`src/pkg/asrb_pkg.sv`:
```
// Constants of the audio serial register bank: offsets, masks, resets, timing
package asrb_pkg;
    // ==========================================================
    // Register byte offsets
    localparam logic [5:0] OFS_MAIN_CONTROL = 6'h00;
    localparam logic [5:0] OFS_CLOCK_UNIT0 = 6'h04;
    localparam logic [5:0] OFS_CLOCK_UNIT1 = 6'h08;
    localparam logic [5:0] OFS_IRQ_ENABLE_CLEAR = 6'h0c;
    localparam logic [5:0] OFS_IRQ_ENABLE_SET = 6'h10;
    localparam logic [5:0] OFS_IRQ_FLAGS = 6'h14;
    localparam logic [5:0] OFS_SYNC_BUSY = 6'h18;
    localparam logic [5:0] OFS_SERIALIZER0 = 6'h20;
    localparam logic [5:0] OFS_SERIALIZER1 = 6'h24;
    localparam logic [5:0] OFS_HOLDING0 = 6'h30;
    localparam logic [5:0] OFS_HOLDING1 = 6'h34;
    localparam logic [5:0] OFS_WORD_MASK = 6'h3c;
    // ==========================================================
    // Reset values
    localparam logic [7:0] RST_MAIN_CONTROL = 8'h00;
    localparam logic [31:0] RST_CLOCK_UNIT = 32'h0000_0000;
    localparam logic [31:0] RST_SERIALIZER = 32'h0000_0000;
    localparam logic [31:0] RST_HOLDING = 32'h0000_0000;
    localparam logic [15:0] RST_IRQ = 16'h0000;
    // ==========================================================
    // Writable bit masks; reserved bits stay zero
    localparam logic [7:0] MASK_MAIN_CONTROL = 8'h3f;
    localparam logic [31:0] MASK_CLOCK_UNIT = 32'hfffd_19ff;
    localparam logic [31:0] MASK_SERIALIZER = 32'h07ff_f7bf;
    localparam logic [31:0] MASK_HOLDING = 32'hffff_ffff;
    localparam logic [15:0] MASK_IRQ = 16'h3333;
    // ==========================================================
    // Main control and sync busy bit positions
    localparam int BIT_SOFT_RESET = 0;
    localparam int BIT_MODULE_ON = 1;
    localparam int BIT_CLOCK_UNIT_ON = 2;
    localparam int BIT_SERIALIZER_ON = 4;
    localparam int BIT_CTRL_TOP = 5;
    localparam int BIT_BUSY_HOLDING = 8;
    // ==========================================================
    // Serializer mode field and its receive code
    localparam int SER_MODE_LSB = 0;
    localparam logic [1:0] SER_MODE_RX = 2'h0;
    // ==========================================================
    // Cycles to carry a value into the audio clock domain
    localparam int SYNC_CYCLES = 4;
    // Avalon response codes
    localparam logic [1:0] RESP_OKAY = 2'h0;
    localparam logic [1:0] RESP_SLAVE_ERROR = 2'h2;
endpackage

```
`src/pkg/asrb_lane_if.sv`:
```
// Write lanes and data shared by all plain registers of the bank
`timescale 1ns/100ps
interface asrb_lane_if;
    logic [3:0] be;
    logic [31:0] wdata;
    modport src (output be, output wdata);
    modport dst (input be, input wdata);
endinterface

```
`src/rtl/asrb_sync_track.sv`:
```
// Busy tracker for one value carried into the audio clock domain
`timescale 1ns/100ps
module asrb_sync_track #(
    parameter int CYCLES = 4
) (
    input wire logic mclk_in,
    input wire logic rst_in,
    input wire logic start_in,
    output logic busy_out,
    output logic done_out
);
    localparam int CW = $clog2(CYCLES + 1);
    logic [CW-1:0] cnt_q;
    logic [CW-1:0] cnt_d;

    // Busy from start until the value lands; done marks the last cycle
    assign busy_out = (cnt_q != '0);
    assign done_out = (cnt_q == CW'(1));
    assign cnt_d = start_in ? CW'(CYCLES) : (busy_out ? cnt_q - CW'(1) : cnt_q);

    // Only hard reset: a soft reset in flight is itself tracked here
    always_ff @(posedge mclk_in) begin
        if (rst_in) cnt_q <= '0;
        else cnt_q <= cnt_d;
    end
endmodule // asrb_sync_track

```
`src/rtl/asrb_lane_reg.sv`:
```
// One register written byte lane by byte lane
`timescale 1ns/100ps
module asrb_lane_reg #(
    parameter int W = 32,
    parameter logic [31:0] MASK = 32'hffff_ffff,
    parameter logic [31:0] RESET = 32'h0000_0000
) (
    input wire logic mclk_in,
    input wire logic rst_in,
    input wire logic wr_en_in,
    asrb_lane_if.dst bus,
    output logic [W-1:0] value_out
);
    // Each lane stands alone, so byte and halfword writes keep the rest
    for (genvar b = 0; b < W / 8; b++) begin : g_lane
        always_ff @(posedge mclk_in) begin
            if (rst_in) begin
                value_out[b*8 +: 8] <= RESET[b*8 +: 8];
            end else if (wr_en_in && bus.be[b]) begin
                value_out[b*8 +: 8] <= bus.wdata[b*8 +: 8] & MASK[b*8 +: 8];
            end
        end
    end
endmodule // asrb_lane_reg

```
`src/rtl/asrb_register_bank.sv`:
```
// Register bank of the two-serializer audio serial interface, Avalon-MM slave
// Notes on behaviour
// - Byte, halfword and word accesses are accepted.
// - Each byte lane written alone, others kept.
// - Protected setup writes only while module disabled.
// - Locked peripheral ignores writes to main control and clock units, not to serializers.
// - Synced writes show busy until transfer completes.
// - Main control resets zero, protected, synchronized.
// - Bits 5:4 switch serializers on and off.
// - Reserved control bits read zero; software writes zero.
// - Synced access while busy gives bus error.
// - Soft reset restores all registers, disables module.
// - Soft reset write discards its other bits.
// - Enable bits switch module and clock units.
`timescale 1ns/100ps
module asrb_register_bank #(
    parameter int SYNC_CYCLES = asrb_pkg::SYNC_CYCLES
) (
    input wire logic mclk_in,
    input wire logic rst_in,
    input wire logic [5:0] avs_address_in,
    input wire logic [3:0] avs_byteenable_in,
    input wire logic avs_read_in,
    input wire logic avs_write_in,
    input wire logic [31:0] avs_writedata_in,
    output logic [31:0] avs_readdata_out,
    output logic avs_waitrequest_out,
    output logic [1:0] avs_response_out,
    input wire logic wp_lock_in,
    input wire logic [15:0] irq_event_in,
    output logic module_on_out,
    output logic [1:0] clock_unit_on_out,
    output logic [1:0] serializer_on_out,
    output logic [1:0][31:0] clock_unit_config_out,
    output logic [1:0][31:0] serializer_config_out,
    output logic [1:0][31:0] serializer_holding_out,
    output logic [1:0] holding_update_out,
    output logic [15:0] irq_enable_out,
    output logic [15:0] irq_flags_out
);
    localparam int CT = asrb_pkg::BIT_CTRL_TOP;
    localparam int HB = asrb_pkg::BIT_BUSY_HOLDING;

    // ==========================================================
    // Bus handshake
    logic ack_q;
    logic [31:0] rdata_q;
    wire req = avs_read_in | avs_write_in;
    wire take = req & ack_q;
    wire wr_take = take & avs_write_in;
    wire rd_take = take & avs_read_in;
    wire [5:0] word = avs_address_in & asrb_pkg::OFS_WORD_MASK;
    wire [3:0] be = avs_byteenable_in;
    wire [31:0] wd = avs_writedata_in;

    // One wait cycle for every access; the answer stands in the next cycle
    assign avs_waitrequest_out = req & ~ack_q;

    always_ff @(posedge mclk_in) begin
        if (rst_in) ack_q <= 1'b0;
        else ack_q <= req & ~ack_q;
    end

    // ==========================================================
    // Address decode
    wire hit_ctrl = (word == asrb_pkg::OFS_MAIN_CONTROL);
    wire hit_clk0 = (word == asrb_pkg::OFS_CLOCK_UNIT0);
    wire hit_clk1 = (word == asrb_pkg::OFS_CLOCK_UNIT1);
    wire hit_iec = (word == asrb_pkg::OFS_IRQ_ENABLE_CLEAR);
    wire hit_ies = (word == asrb_pkg::OFS_IRQ_ENABLE_SET);
    wire hit_ifl = (word == asrb_pkg::OFS_IRQ_FLAGS);
    wire hit_busy = (word == asrb_pkg::OFS_SYNC_BUSY);
    wire hit_ser0 = (word == asrb_pkg::OFS_SERIALIZER0);
    wire hit_ser1 = (word == asrb_pkg::OFS_SERIALIZER1);
    wire hit_hold0 = (word == asrb_pkg::OFS_HOLDING0);
    wire hit_hold1 = (word == asrb_pkg::OFS_HOLDING1);
    wire [1:0] hit_clk = {hit_clk1, hit_clk0};
    wire [1:0] hit_ser = {hit_ser1, hit_ser0};
    wire [1:0] hit_hold = {hit_hold1, hit_hold0};

    // ==========================================================
    // Synchronization trackers for busy bits 5:0 and 9:8; the other busy bits tie to zero
    wire [15:0] busy;
    wire [15:0] done;
    wire [15:0] sync_start;

    for (genvar i = 0; i < HB + 2; i++) begin : g_sync
        if (i <= CT || i >= HB) begin : g_bit
            asrb_sync_track #(
                .CYCLES(SYNC_CYCLES)
            ) u_track (
                .mclk_in(mclk_in),
                .rst_in(rst_in),
                .start_in(sync_start[i]),
                .busy_out(busy[i]),
                .done_out(done[i])
            );
        end else begin : g_none
            assign busy[i] = 1'b0;
            assign done[i] = 1'b0;
        end
    end
    assign busy[15:HB+2] = '0;
    assign done[15:HB+2] = '0;

    // ==========================================================
    // Soft reset lands when its own transfer completes
    wire soft_rst = done[asrb_pkg::BIT_SOFT_RESET];
    wire any_rst = rst_in | soft_rst;

    // ==========================================================
    // Main control
    logic [CT:1] ctrl_q;
    logic [CT:1] on_q;
    wire [1:0] ser_mode [2];
    wire [1:0] ser_rx;
    wire module_locked = ctrl_q[asrb_pkg::BIT_MODULE_ON] | on_q[asrb_pkg::BIT_MODULE_ON];

    // Any control bit in flight blocks the next control write
    wire err_ctrl = wr_take & hit_ctrl & be[0] & (|busy[CT:0]);
    wire wr_ctrl = wr_take & hit_ctrl & be[0] & ~wp_lock_in & ~err_ctrl;
    wire soft_reset_wr = wr_ctrl & wd[asrb_pkg::BIT_SOFT_RESET];

    // Soft reset starts only its own transfer, everything else dropped
    wire [CT:0] ctrl_start = soft_reset_wr ? (CT+1)'(1) :
        (wr_ctrl ? {{CT{1'b1}}, 1'b0} : '0);

    // Requested state is kept on the bus side; reads return it at once
    always_ff @(posedge mclk_in) begin
        if (any_rst) ctrl_q <= asrb_pkg::RST_MAIN_CONTROL[CT:1];
        else if (wr_ctrl && !soft_reset_wr) ctrl_q <= wd[CT:1] & asrb_pkg::MASK_MAIN_CONTROL[CT:1];
    end

    // Each enable takes effect in the audio domain when its transfer is done
    for (genvar k = 1; k <= CT; k++) begin : g_on
        always_ff @(posedge mclk_in) begin
            if (any_rst) on_q[k] <= 1'b0;
            else if (done[k]) on_q[k] <= ctrl_q[k];
        end
    end

    assign module_on_out = on_q[asrb_pkg::BIT_MODULE_ON];
    assign clock_unit_on_out = on_q[asrb_pkg::BIT_CLOCK_UNIT_ON +: 2];
    assign serializer_on_out = on_q[asrb_pkg::BIT_SERIALIZER_ON +: 2];

    // Bits 7:6 never stored and read back as zero; bit 0 shows reset ongoing
    wire [7:0] ctrl_rd = {2'h0, ctrl_q, busy[asrb_pkg::BIT_SOFT_RESET]};

    // ==========================================================
    // Plain lane registers: clock units, serializers, holding words
    asrb_lane_if lanes ();
    assign lanes.be = be;
    assign lanes.wdata = wd;

    wire [1:0] wr_clk;
    wire [1:0] wr_ser;
    wire [1:0] wr_hold;
    wire [1:0] err_hold;
    wire [1:0] hold_start;

    for (genvar m = 0; m < 2; m++) begin : g_unit
        assign ser_mode[m] = serializer_config_out[m][asrb_pkg::SER_MODE_LSB +: 2];
        assign ser_rx[m] = (ser_mode[m] == asrb_pkg::SER_MODE_RX);

        // Setup registers are frozen while the module is on
        assign wr_clk[m] = wr_take & hit_clk[m] & ~wp_lock_in & ~module_locked;
        assign wr_ser[m] = wr_take & hit_ser[m] & ~module_locked;

        // Holding words are write-synced when sending, read-synced when receiving
        assign err_hold[m] = take & hit_hold[m] & busy[HB+m] &
            ((avs_write_in & ~ser_rx[m]) | (avs_read_in & ser_rx[m]));
        assign wr_hold[m] = wr_take & hit_hold[m] & ~err_hold[m];
        assign hold_start[m] = ~err_hold[m] & hit_hold[m] &
            ((wr_take & ~ser_rx[m]) | (rd_take & ser_rx[m]));

        asrb_lane_reg #(
            .W(32),
            .MASK(asrb_pkg::MASK_CLOCK_UNIT),
            .RESET(asrb_pkg::RST_CLOCK_UNIT)
        ) u_clk (
            .mclk_in(mclk_in),
            .rst_in(any_rst),
            .wr_en_in(wr_clk[m]),
            .bus(lanes),
            .value_out(clock_unit_config_out[m])
        );

        asrb_lane_reg #(
            .W(32),
            .MASK(asrb_pkg::MASK_SERIALIZER),
            .RESET(asrb_pkg::RST_SERIALIZER)
        ) u_ser (
            .mclk_in(mclk_in),
            .rst_in(any_rst),
            .wr_en_in(wr_ser[m]),
            .bus(lanes),
            .value_out(serializer_config_out[m])
        );

        asrb_lane_reg #(
            .W(32),
            .MASK(asrb_pkg::MASK_HOLDING),
            .RESET(asrb_pkg::RST_HOLDING)
        ) u_hold (
            .mclk_in(mclk_in),
            .rst_in(any_rst),
            .wr_en_in(wr_hold[m]),
            .bus(lanes),
            .value_out(serializer_holding_out[m])
        );

        // The serializer picks up the word when the transfer is done
        assign holding_update_out[m] = done[HB+m];
    end

    assign sync_start = {{(15-HB-1){1'b0}}, hold_start, {(HB-CT-1){1'b0}}, ctrl_start};

    // ==========================================================
    // Interrupt enables and flags, sixteen bits in two lanes
    logic [15:0] ien_q;
    logic [15:0] iflag_q;
    wire [15:0] lane16 = {{8{be[1]}}, {8{be[0]}}};
    wire [15:0] wbits = wd[15:0] & lane16 & asrb_pkg::MASK_IRQ;
    wire [15:0] ien_set = (wr_take & hit_ies) ? wbits : '0;
    wire [15:0] ien_clr = (wr_take & hit_iec) ? wbits : '0;
    wire [15:0] flag_clr = (wr_take & hit_ifl) ? wbits : '0;
    wire [15:0] flag_set = irq_event_in & asrb_pkg::MASK_IRQ;

    // Enable set and clear by writing ones
    always_ff @(posedge mclk_in) begin
        if (any_rst) ien_q <= asrb_pkg::RST_IRQ;
        else ien_q <= (ien_q & ~ien_clr) | ien_set;
    end

    // A condition arriving with a clear wins, so no event is lost
    always_ff @(posedge mclk_in) begin
        if (any_rst) iflag_q <= asrb_pkg::RST_IRQ;
        else iflag_q <= (iflag_q & ~flag_clr) | flag_set;
    end

    assign irq_enable_out = ien_q;
    assign irq_flags_out = iflag_q;

    // ==========================================================
    // Read mux; anything not decoded reads zero without error
    wire [31:0] rdata_d =
        ({32{hit_ctrl}} & {24'h0, ctrl_rd}) |
        ({32{hit_clk0}} & clock_unit_config_out[0]) |
        ({32{hit_clk1}} & clock_unit_config_out[1]) |
        ({32{hit_iec | hit_ies}} & {16'h0, ien_q}) |
        ({32{hit_ifl}} & {16'h0, iflag_q}) |
        ({32{hit_busy}} & {16'h0, busy}) |
        ({32{hit_ser0}} & serializer_config_out[0]) |
        ({32{hit_ser1}} & serializer_config_out[1]) |
        ({32{hit_hold0}} & serializer_holding_out[0]) |
        ({32{hit_hold1}} & serializer_holding_out[1]);

    // Word is loaded in the wait cycle and stands while the master samples
    always_ff @(posedge mclk_in) begin
        if (rst_in) rdata_q <= '0;
        else if (avs_read_in && !ack_q) rdata_q <= rdata_d;
    end
    assign avs_readdata_out = rdata_q;

    // Error answer is combinational so it matches the busy state at sampling
    wire bus_err = err_ctrl | (|err_hold);
    assign avs_response_out = (take & bus_err) ?
        asrb_pkg::RESP_SLAVE_ERROR : asrb_pkg::RESP_OKAY;
endmodule // asrb_register_bank

```
`config.mk`:
```
export PLATFORM = sky130hd
export DESIGN_NAME = asrb_register_bank
export DESIGN_NICKNAME = d
export VERILOG_FILES = /design/src/pkg/asrb_pkg.sv /design/src/pkg/asrb_lane_if.sv /design/src/rtl/asrb_sync_track.sv /design/src/rtl/asrb_lane_reg.sv /design/src/rtl/asrb_register_bank.sv
export SDC_FILE = /design/constraint.sdc
export NUM_CORES = 1
export LEC_CHECK = 0
export BUFFER_PORTS_ARGS = -buffer_cell sky130_fd_sc_hd__buf_2
export CORE_ASPECT_RATIO = 0.9
export CORE_UTILIZATION = 50
export CTS_BUF_LIST = sky130_fd_sc_hd__clkbuf_4 sky130_fd_sc_hd__clkbuf_8
export DETAILED_ROUTE_END_ITERATION = 10
export HOLD_SLACK_MARGIN = 0.06
export PLACE_DENSITY = 0.87
export SLEW_MARGIN = 20
export SYNTH_ARGS = -nofsm -noshare
export SYNTH_HDL_FRONTEND = slang
export SYNTH_SLANG_ARGS = --single-unit
```
`constraint.sdc`:
```
create_clock -name mclk_in -period 5.8 [get_ports mclk_in]
set_input_delay 0.29 -clock mclk_in [delete_from_list [all_inputs] [get_ports mclk_in]]
set_output_delay 0.29 -clock mclk_in [all_outputs]
set_load 0.005 [all_outputs]
```
### Word level (Yosys, flattened, before mapping)

Cells that the tools add are included.

| storage, ports and cells | value |
|---|---|
| input port bits | 63 |
| word-level logic and storage cells | 244 |
| output and inout port bits | 266 |
| bits in registers | 265 |

| operators by class | value |
|---|---|
| reductions and logical operators | 57 |
| bitwise logic cells | 89 |
| muxes and demuxes | 22 |
| eq/ne operators | 18 |
| $add $sub $neg | 8 |

Operators by type and width:

| cell | number |
|---|---|
| 32-bit OR | 9 |
| 32-bit AND | 4 |
| 32-bit by 16-bit AND with 32-bit output | 2 |
| 32-bit by 27-bit AND with 32-bit output | 2 |
| 3-bit 2-to-1 mux | 16 |
| 1-bit AND | 46 |
| 14-bit 2-to-1 mux | 3 |
| 16-bit AND | 2 |
| 32-bit by 10-bit AND with 32-bit output | 1 |
| 32-bit by 6-bit AND with 32-bit output | 1 |
| 14-bit NOT with 16-bit output | 2 |
| 16-bit by 14-bit OR with 16-bit output | 2 |
| 1-bit logical AND | 26 |
| 3-bit by 1-bit == test with 1-bit output (second input constant) | 8 |
| 3-bit nonzero test | 8 |
| 3-bit by 1-bit subtractor with 3-bit output (second input constant) | 8 |
| 2-bit OR reduction | 9 |
| 4-bit == test (second input constant) | 4 |
| 2-bit nonzero test | 8 |
| 14-bit AND | 1 |
| 4-bit by 3-bit == test with 1-bit output (second input constant) | 3 |
| 6-bit 2-to-1 mux | 2 |
| 1-bit OR | 9 |
| 4-bit by 2-bit == test with 1-bit output (second input constant) | 2 |
| 7 further kinds | 16 |

### Depth between registers and ports, before layout

| depth | value |
|---|---|
| depth after elaboration | 11 |
| depth in mapped cells | 8 |
| depth with buffers taken out | 6 |

### Modules after synthesis

A second synthesis with hierarchy kept.

| unflattened totals | value |
|---|---|
| cells, all modules | 1438 |
| area, all modules | 13279.0 sq um |

By module, submodules not included:

| module | sequential area each (sq um) | instances | area an instance (sq um) | cells an instance |
|---|---|---|---|---|
| asrb_register_bank | 1181.1 | 1 | 4045.1 | 510 |
| asrb_lane_reg at g_unit[0].u_hold ... | 640.6 | 2 | 1463.9 | 146 |
| asrb_lane_reg at g_unit[0].u_clk ... | 520.5 | 2 | 1228.7 | 125 |
| asrb_lane_reg at g_unit[0].u_ser ... | 500.5 | 2 | 1193.6 | 121 |
| asrb_sync_track | 60.1 | 8 | 182.7 | 18 |

### Worst setup path before layout

No wires, ideal clock.

| timing | value |
|---|---|
| kind | register to register |
| start point | register g_sync[0].g_bit.u_track.cnt_q[0] |
| end point | register ctrl_q[2] (netlist name) |
| path slack | 3.923 ns |
| library setup time | 0.119 ns |
| stages on the path, launching flop included | 8 |
| data required time | 5.681 ns |
| clock period less this slack | 1.877 ns |
| arrival | 1.758 ns |
| path buffers | 1 |
| cell sequence | dfxtp_1 -> inv_1 -> ha_1 -> nand4bb_1 -> or3_1 -> or4_1 -> buf_6 -> mux2i_1 |

| on the way | value |
|---|---|
| longest elaborated chain between the ends | 8 |
| elaborated cells between the ends (all ways) | 10 |
| classes of those cells | 1 x eq/ne; 5 x bitwise; 4 x reduce/logical |

RTL lines:

| what | RTL line | RTL |
|---|---|---|
| start: declaration | asrb_sync_track.sv:13 | `logic [CW-1:0] cnt_q;` |
| start signal: assignment | asrb_sync_track.sv:24 | `else cnt_q <= cnt_d;` |
| 3-bit nonzero test | asrb_sync_track.sv:17 | `assign busy_out = (cnt_q != '0);` |
| 6-bit OR reduction | asrb_register_bank.sv:120 | `wire err_ctrl = wr_take & hit_ctrl & be[0] & (\|busy[CT:0]);` |
| 1-bit AND | asrb_register_bank.sv:120 |  |
| 1-bit NOT | asrb_register_bank.sv:121 | `wire wr_ctrl = wr_take & hit_ctrl & be[0] & ~wp_lock_in & ~err_ctrl;` |
| 1-bit AND | asrb_register_bank.sv:121 |  |
| 1-bit AND | asrb_register_bank.sv:122 | `wire soft_reset_wr = wr_ctrl & wd[asrb_pkg::BIT_SOFT_RESET];` |
| 1-bit zero test | asrb_register_bank.sv:131 | `else if (wr_ctrl && !soft_reset_wr) ctrl_q <= wd[CT:1] & asrb_pkg::MASK_MAIN_CONTROL[CT:1];` |
| 1-bit logical AND | asrb_register_bank.sv:131 |  |
| end signal: assignment | asrb_register_bank.sv:130 | `if (any_rst) ctrl_q <= asrb_pkg::RST_MAIN_CONTROL[CT:1];` |
| end signal: assignment | asrb_register_bank.sv:131 |  |
| end: declaration | asrb_register_bank.sv:113 | `logic [CT:1] ctrl_q;` |

Parallel ways exist; a longest one is shown, timed or not.
A chain may end at the register's enable or synchronous reset.

### Worst setup path in the final report

| timing | value |
|---|---|
| start point | input avs_address_in[4] |
| end point | output avs_response_out[1] |

| on the way | value |
|---|---|
| longest elaborated chain between the ends | 8 |
| elaborated cells between the ends (all ways) | 16 |
| classes of those cells | 2 x eq/ne; 1 x mux; 11 x bitwise; 2 x reduce/logical |

RTL lines:

| what | RTL line | RTL |
|---|---|---|
| start: declaration | asrb_register_bank.sv:21 | `input wire logic [5:0] avs_address_in,` |
| 4-bit == test, on equally long branches | asrb_register_bank.sv:75, asrb_register_bank.sv:76 |  |
| 1-bit AND (3 in series) | asrb_register_bank.sv:170 | `assign err_hold[m] = take & hit_hold[m] & busy[HB+m] &` |
| 2-bit OR reduction | asrb_register_bank.sv:266 | `wire bus_err = err_ctrl \| (\|err_hold);` |
| 1-bit OR * | asrb_register_bank.sv:266 |  |
| 1-bit AND * | asrb_register_bank.sv:267 | `assign avs_response_out = (take & bus_err) ?` |
| 2-bit 2-to-1 mux * | asrb_register_bank.sv:267 |  |
| end: declaration | asrb_register_bank.sv:28 | `output logic [1:0] avs_response_out,` |

Every way passes the cells marked *; elsewhere a longest branch is shown, timed or not.

==> reports/results.tsv <==
stage	metric	value	unit
worst_setup_path	worstSetupStartpointType	primary input	
global_route	grt_pass1_wl	61800	microns
synth	synth_compound_area_share	14.9	%
synth	synth_top_family_by_area	simple AND/OR/NAND/NOR gates	
worst_setup_path	worstPathRequired	5.51	ns
timing	worstMarginPinSlew	1.14	ns
worst_setup_path	cp.arrival	2.66	ns
timing	slew_violations	0	
clock_tree	cts_made_buffers	42	
placed_design	hpwl	27300	microns
synth	ys_seq_area_share	42.3	%
clock_tree	clock-root-buffer	clkbuf_8	
routing	wl_per_cell	22.0	microns
routing	drc_errors	0	
timing	rsz0062_at_grt	no	
layout	fin_nets	1633	
global_route	grt_pass1_vias	11100	
synth	ys_types	70	
worst_setup_path	critPathKind	primary input to primary output	
power_and_ir_drop	peakVddDrop	0.162	mV
timing	max_freq	339	MHz
clock_tree	cts.path.max_buffers	3	
synth	synth_commonest_cells	dfxtp_1, nor2_1, mux2i_1	
synth	synth_top_area_share	42.3	%
floorplanning	die_w	164	microns
routing	viasPerCell	6.11	
global_route	grtUsageMet3	8.36	%
synth	ys_top_cells_by_area	dfxtp_1, mux2i_1, nor2_1	
synth	ys_warn_count	0	
power_and_ir_drop	power_per_cell_area	319	mW/mm^2
clock_tree	clkTransAtPathRegs	0.07	ns
floorplanning	core_area	0.0228	sq mm
placed_design	gp_congestion	0.903	
layout	drive_gt1_share	25.5	%
global_route	antenna_found_initial	0	
timing	post-route-period-util	50.9	%
synth	syn_inst	1282	
routing	ant_nets	0	
power_and_ir_drop	power.leakage	6.92	nW
timing	finalHoldViolations	0	
timing	finalWorstSetupSlack	2.85	ns
layout	utilization	62.6	%
timing	fin_worst_skew	0.0367	ns
global_route	grt_usage	33.0	%
synth	synth-seq-cells	249	
clock_tree	clock_latency	0.55	ns
global_route	grt_overflow_total	0	
floorplanning	pin_count	329	
synth	synth.most_common_cell	dfxtp_1	
synth	synthAdderAreaFrac	2.55	%
placed_design	portBuffers	275	
clock_tree	htreeDepth	2	
routing	dr_total_vias	11400	
worst_setup_path	endpoint_kind	primary output	
synth	synthArstFlopShare	0	%
clock_tree	post-cts-setup-buffers	0	
layout	area_growth	21.2	%
clock_tree	clock-sinks	249	
placed_design	dp_slack	2.81	ns
timing	setup_violations	0	
synth	synthMuxAreaShare	14.3	%
layout	multi_input_area	0.00615	sq mm
synth	syn_area_per_cell	9.20	sq um
run	cap_violations	0	
global_route	gr-usage-met1	43.0	%
floorplanning	die_area	0.0242	sq mm
timing	setup_tns	0	ns
floorplanning	initial_core_util	51.7	%
status	outcome	finished clean	
global_route	met2_usage	51.4	%
synth	synth_area	0.0118	sq mm
synth	yosys.area.top_type	dfxtp_1	
timing	max_slew_margin	24.0	%
routing	drt_wl_total	41100	microns
hold_path	hold_class	primary input to register	
worst_setup_path	crit_fanout	39	
floorplanning	die_h	148	microns
synth	synthXorXnorAreaFrac	0.668	%
clock_tree	cts_tree	done	
timing	finalWorstPathRequiredPeriod	2.95	ns
routing	dr.pass1.iters	6	
routing	drt-initial-drc-count	1426	
synth	synth-simple-area-share	17.8	%
layout	seqCellArea	0.00498	sq mm
layout	fillers	1872	
global_route	busiest_layer	met2	
synth	synth_edf_count	0	
synth	ys.flop_type	dfxtp_1	
global_route	grt_max_degree	104	
floorplanning	std_cell_rows	52	
==> logic make-up (layout without fill, tap and decap cells) <==
group                      Yosys count  count (layout)
muxes                              168             168
DFF                                249             249
buffers and inverters              167             418
xor gates and xnor gates             9               9
AOI/OAI and AO/OA                  257             257
other                                1              44
adders and majority gates           24              24
and+or+nand+nor                    407             407
==> sequential cells by signal (all words and copies together), names as in the netlist, 2 cells and up <==
register	count
g_unit.u_ser.value_out	50
ctrl_q	5
avs_readdata_out	32
g_unit.u_clk.value_out	52
g_unit.u_hold.value_out	64
clock_unit_on_out	2
g_sync.g_bit.u_track.cnt_q	24
irq_enable_out	8
serializer_on_out	2
irq_flags_out	8
==> timing repair <==
action | in CTS | in global routing
resized for setup | 0 | 0
setup endpoints to repair | 0 | 0
hold buffers | 26 | 0
endpoints found under the hold margin | 60 | 0
==> final timing paths <==
path	start	end	slack, ns	depth (start not counted)
worst max-delay path	avs_address_in[4]	avs_response_out[1]	2.85	5
worst min-delay path	avs_writedata_in[13]	g_unit[0].u_hold.value_out[13]	0.08	3
worst max register to register	ack_q	g_unit[1].u_hold.value_out[7]	2.94	4
worst min register to register	g_unit[0].u_hold.value_out[2]	g_unit[0].u_hold.value_out[2]	0.48	2
==> metrics by stage <==
step	hold WS, ns	power [mW]	cell area, sq um	std cells
floorplan	0.419	2.58	12000	1324
global placement	0.456	2.78	13100	1772
detailed placement	0.469	2.83	13100	1772
CTS	0.0609	4.52	14300	1871
global route	0.0696	4.74	14300	1872
finish	0.0785	4.56	14300	1873
==> where the power goes <==
group	internal [mW]	total, mW	leakage, nW	switching [mW]
combinational	0.344	0.947	4.42	0.603
sequential	1.82	1.90	2.02	0.0828
clock	0.977	1.71	0.480	0.737
==> critical path, stage by stage <==
cell,delay [ns]
buf_2,0.68
and4bb_2,0.92
a21boi_0,0.39
a221o_1,0.23
buf_2,0.12
==> cell type report <==
class                   count  area share [%]
diodes                      1          0.0175
flip-flops and latches    249            34.9
clock buffers              63            5.63
clock inverters            10           0.761
well taps                 297            2.60
inverters                  28           0.735
multi-input cells         908            43.0
repair buffers            317            12.4
==> metal layers <==
layer / vias to the layer above / part of all wire [%] / wire length, microns
met5: - / 0 / 0
met4: 0 / 3.8 / 1560
met3: 129 / 12 / 4840
met2: 788 / 45 / 18500
met1: 5489 / 39 / 16200
li1: 5040 / - / -
==> placed cells by master (no fill, tap or decap), types with 10 or more instances in the layout <==
cell type      Yosys  routed
a211oi_1          23      23
a21oi_1           70      69
a221oi_1          16      16
a222oi_1          12      12
a22o_1            24      24
a22oi_1           12      12
a311oi_1          12      12
buf_2             18     275
buf_4             51      15
clkbuf_4           0      10
clkbuf_8           0      53
conb_1             1      43
dfxtp_1          249     249
dlygate4sd3_1      0      26
ha_1              24      24
inv_1             28      28
mux2i_1          165     165
nand2_1           77      77
nand2b_1          13      13
nand3_1           19      19
nand4_1           36      36
nor2_1           168     168
nor2b_1           15      13
nor3_1            12      12
o21ai_0           56      56
No activity file was read; power rests on OpenSTA's default activity.
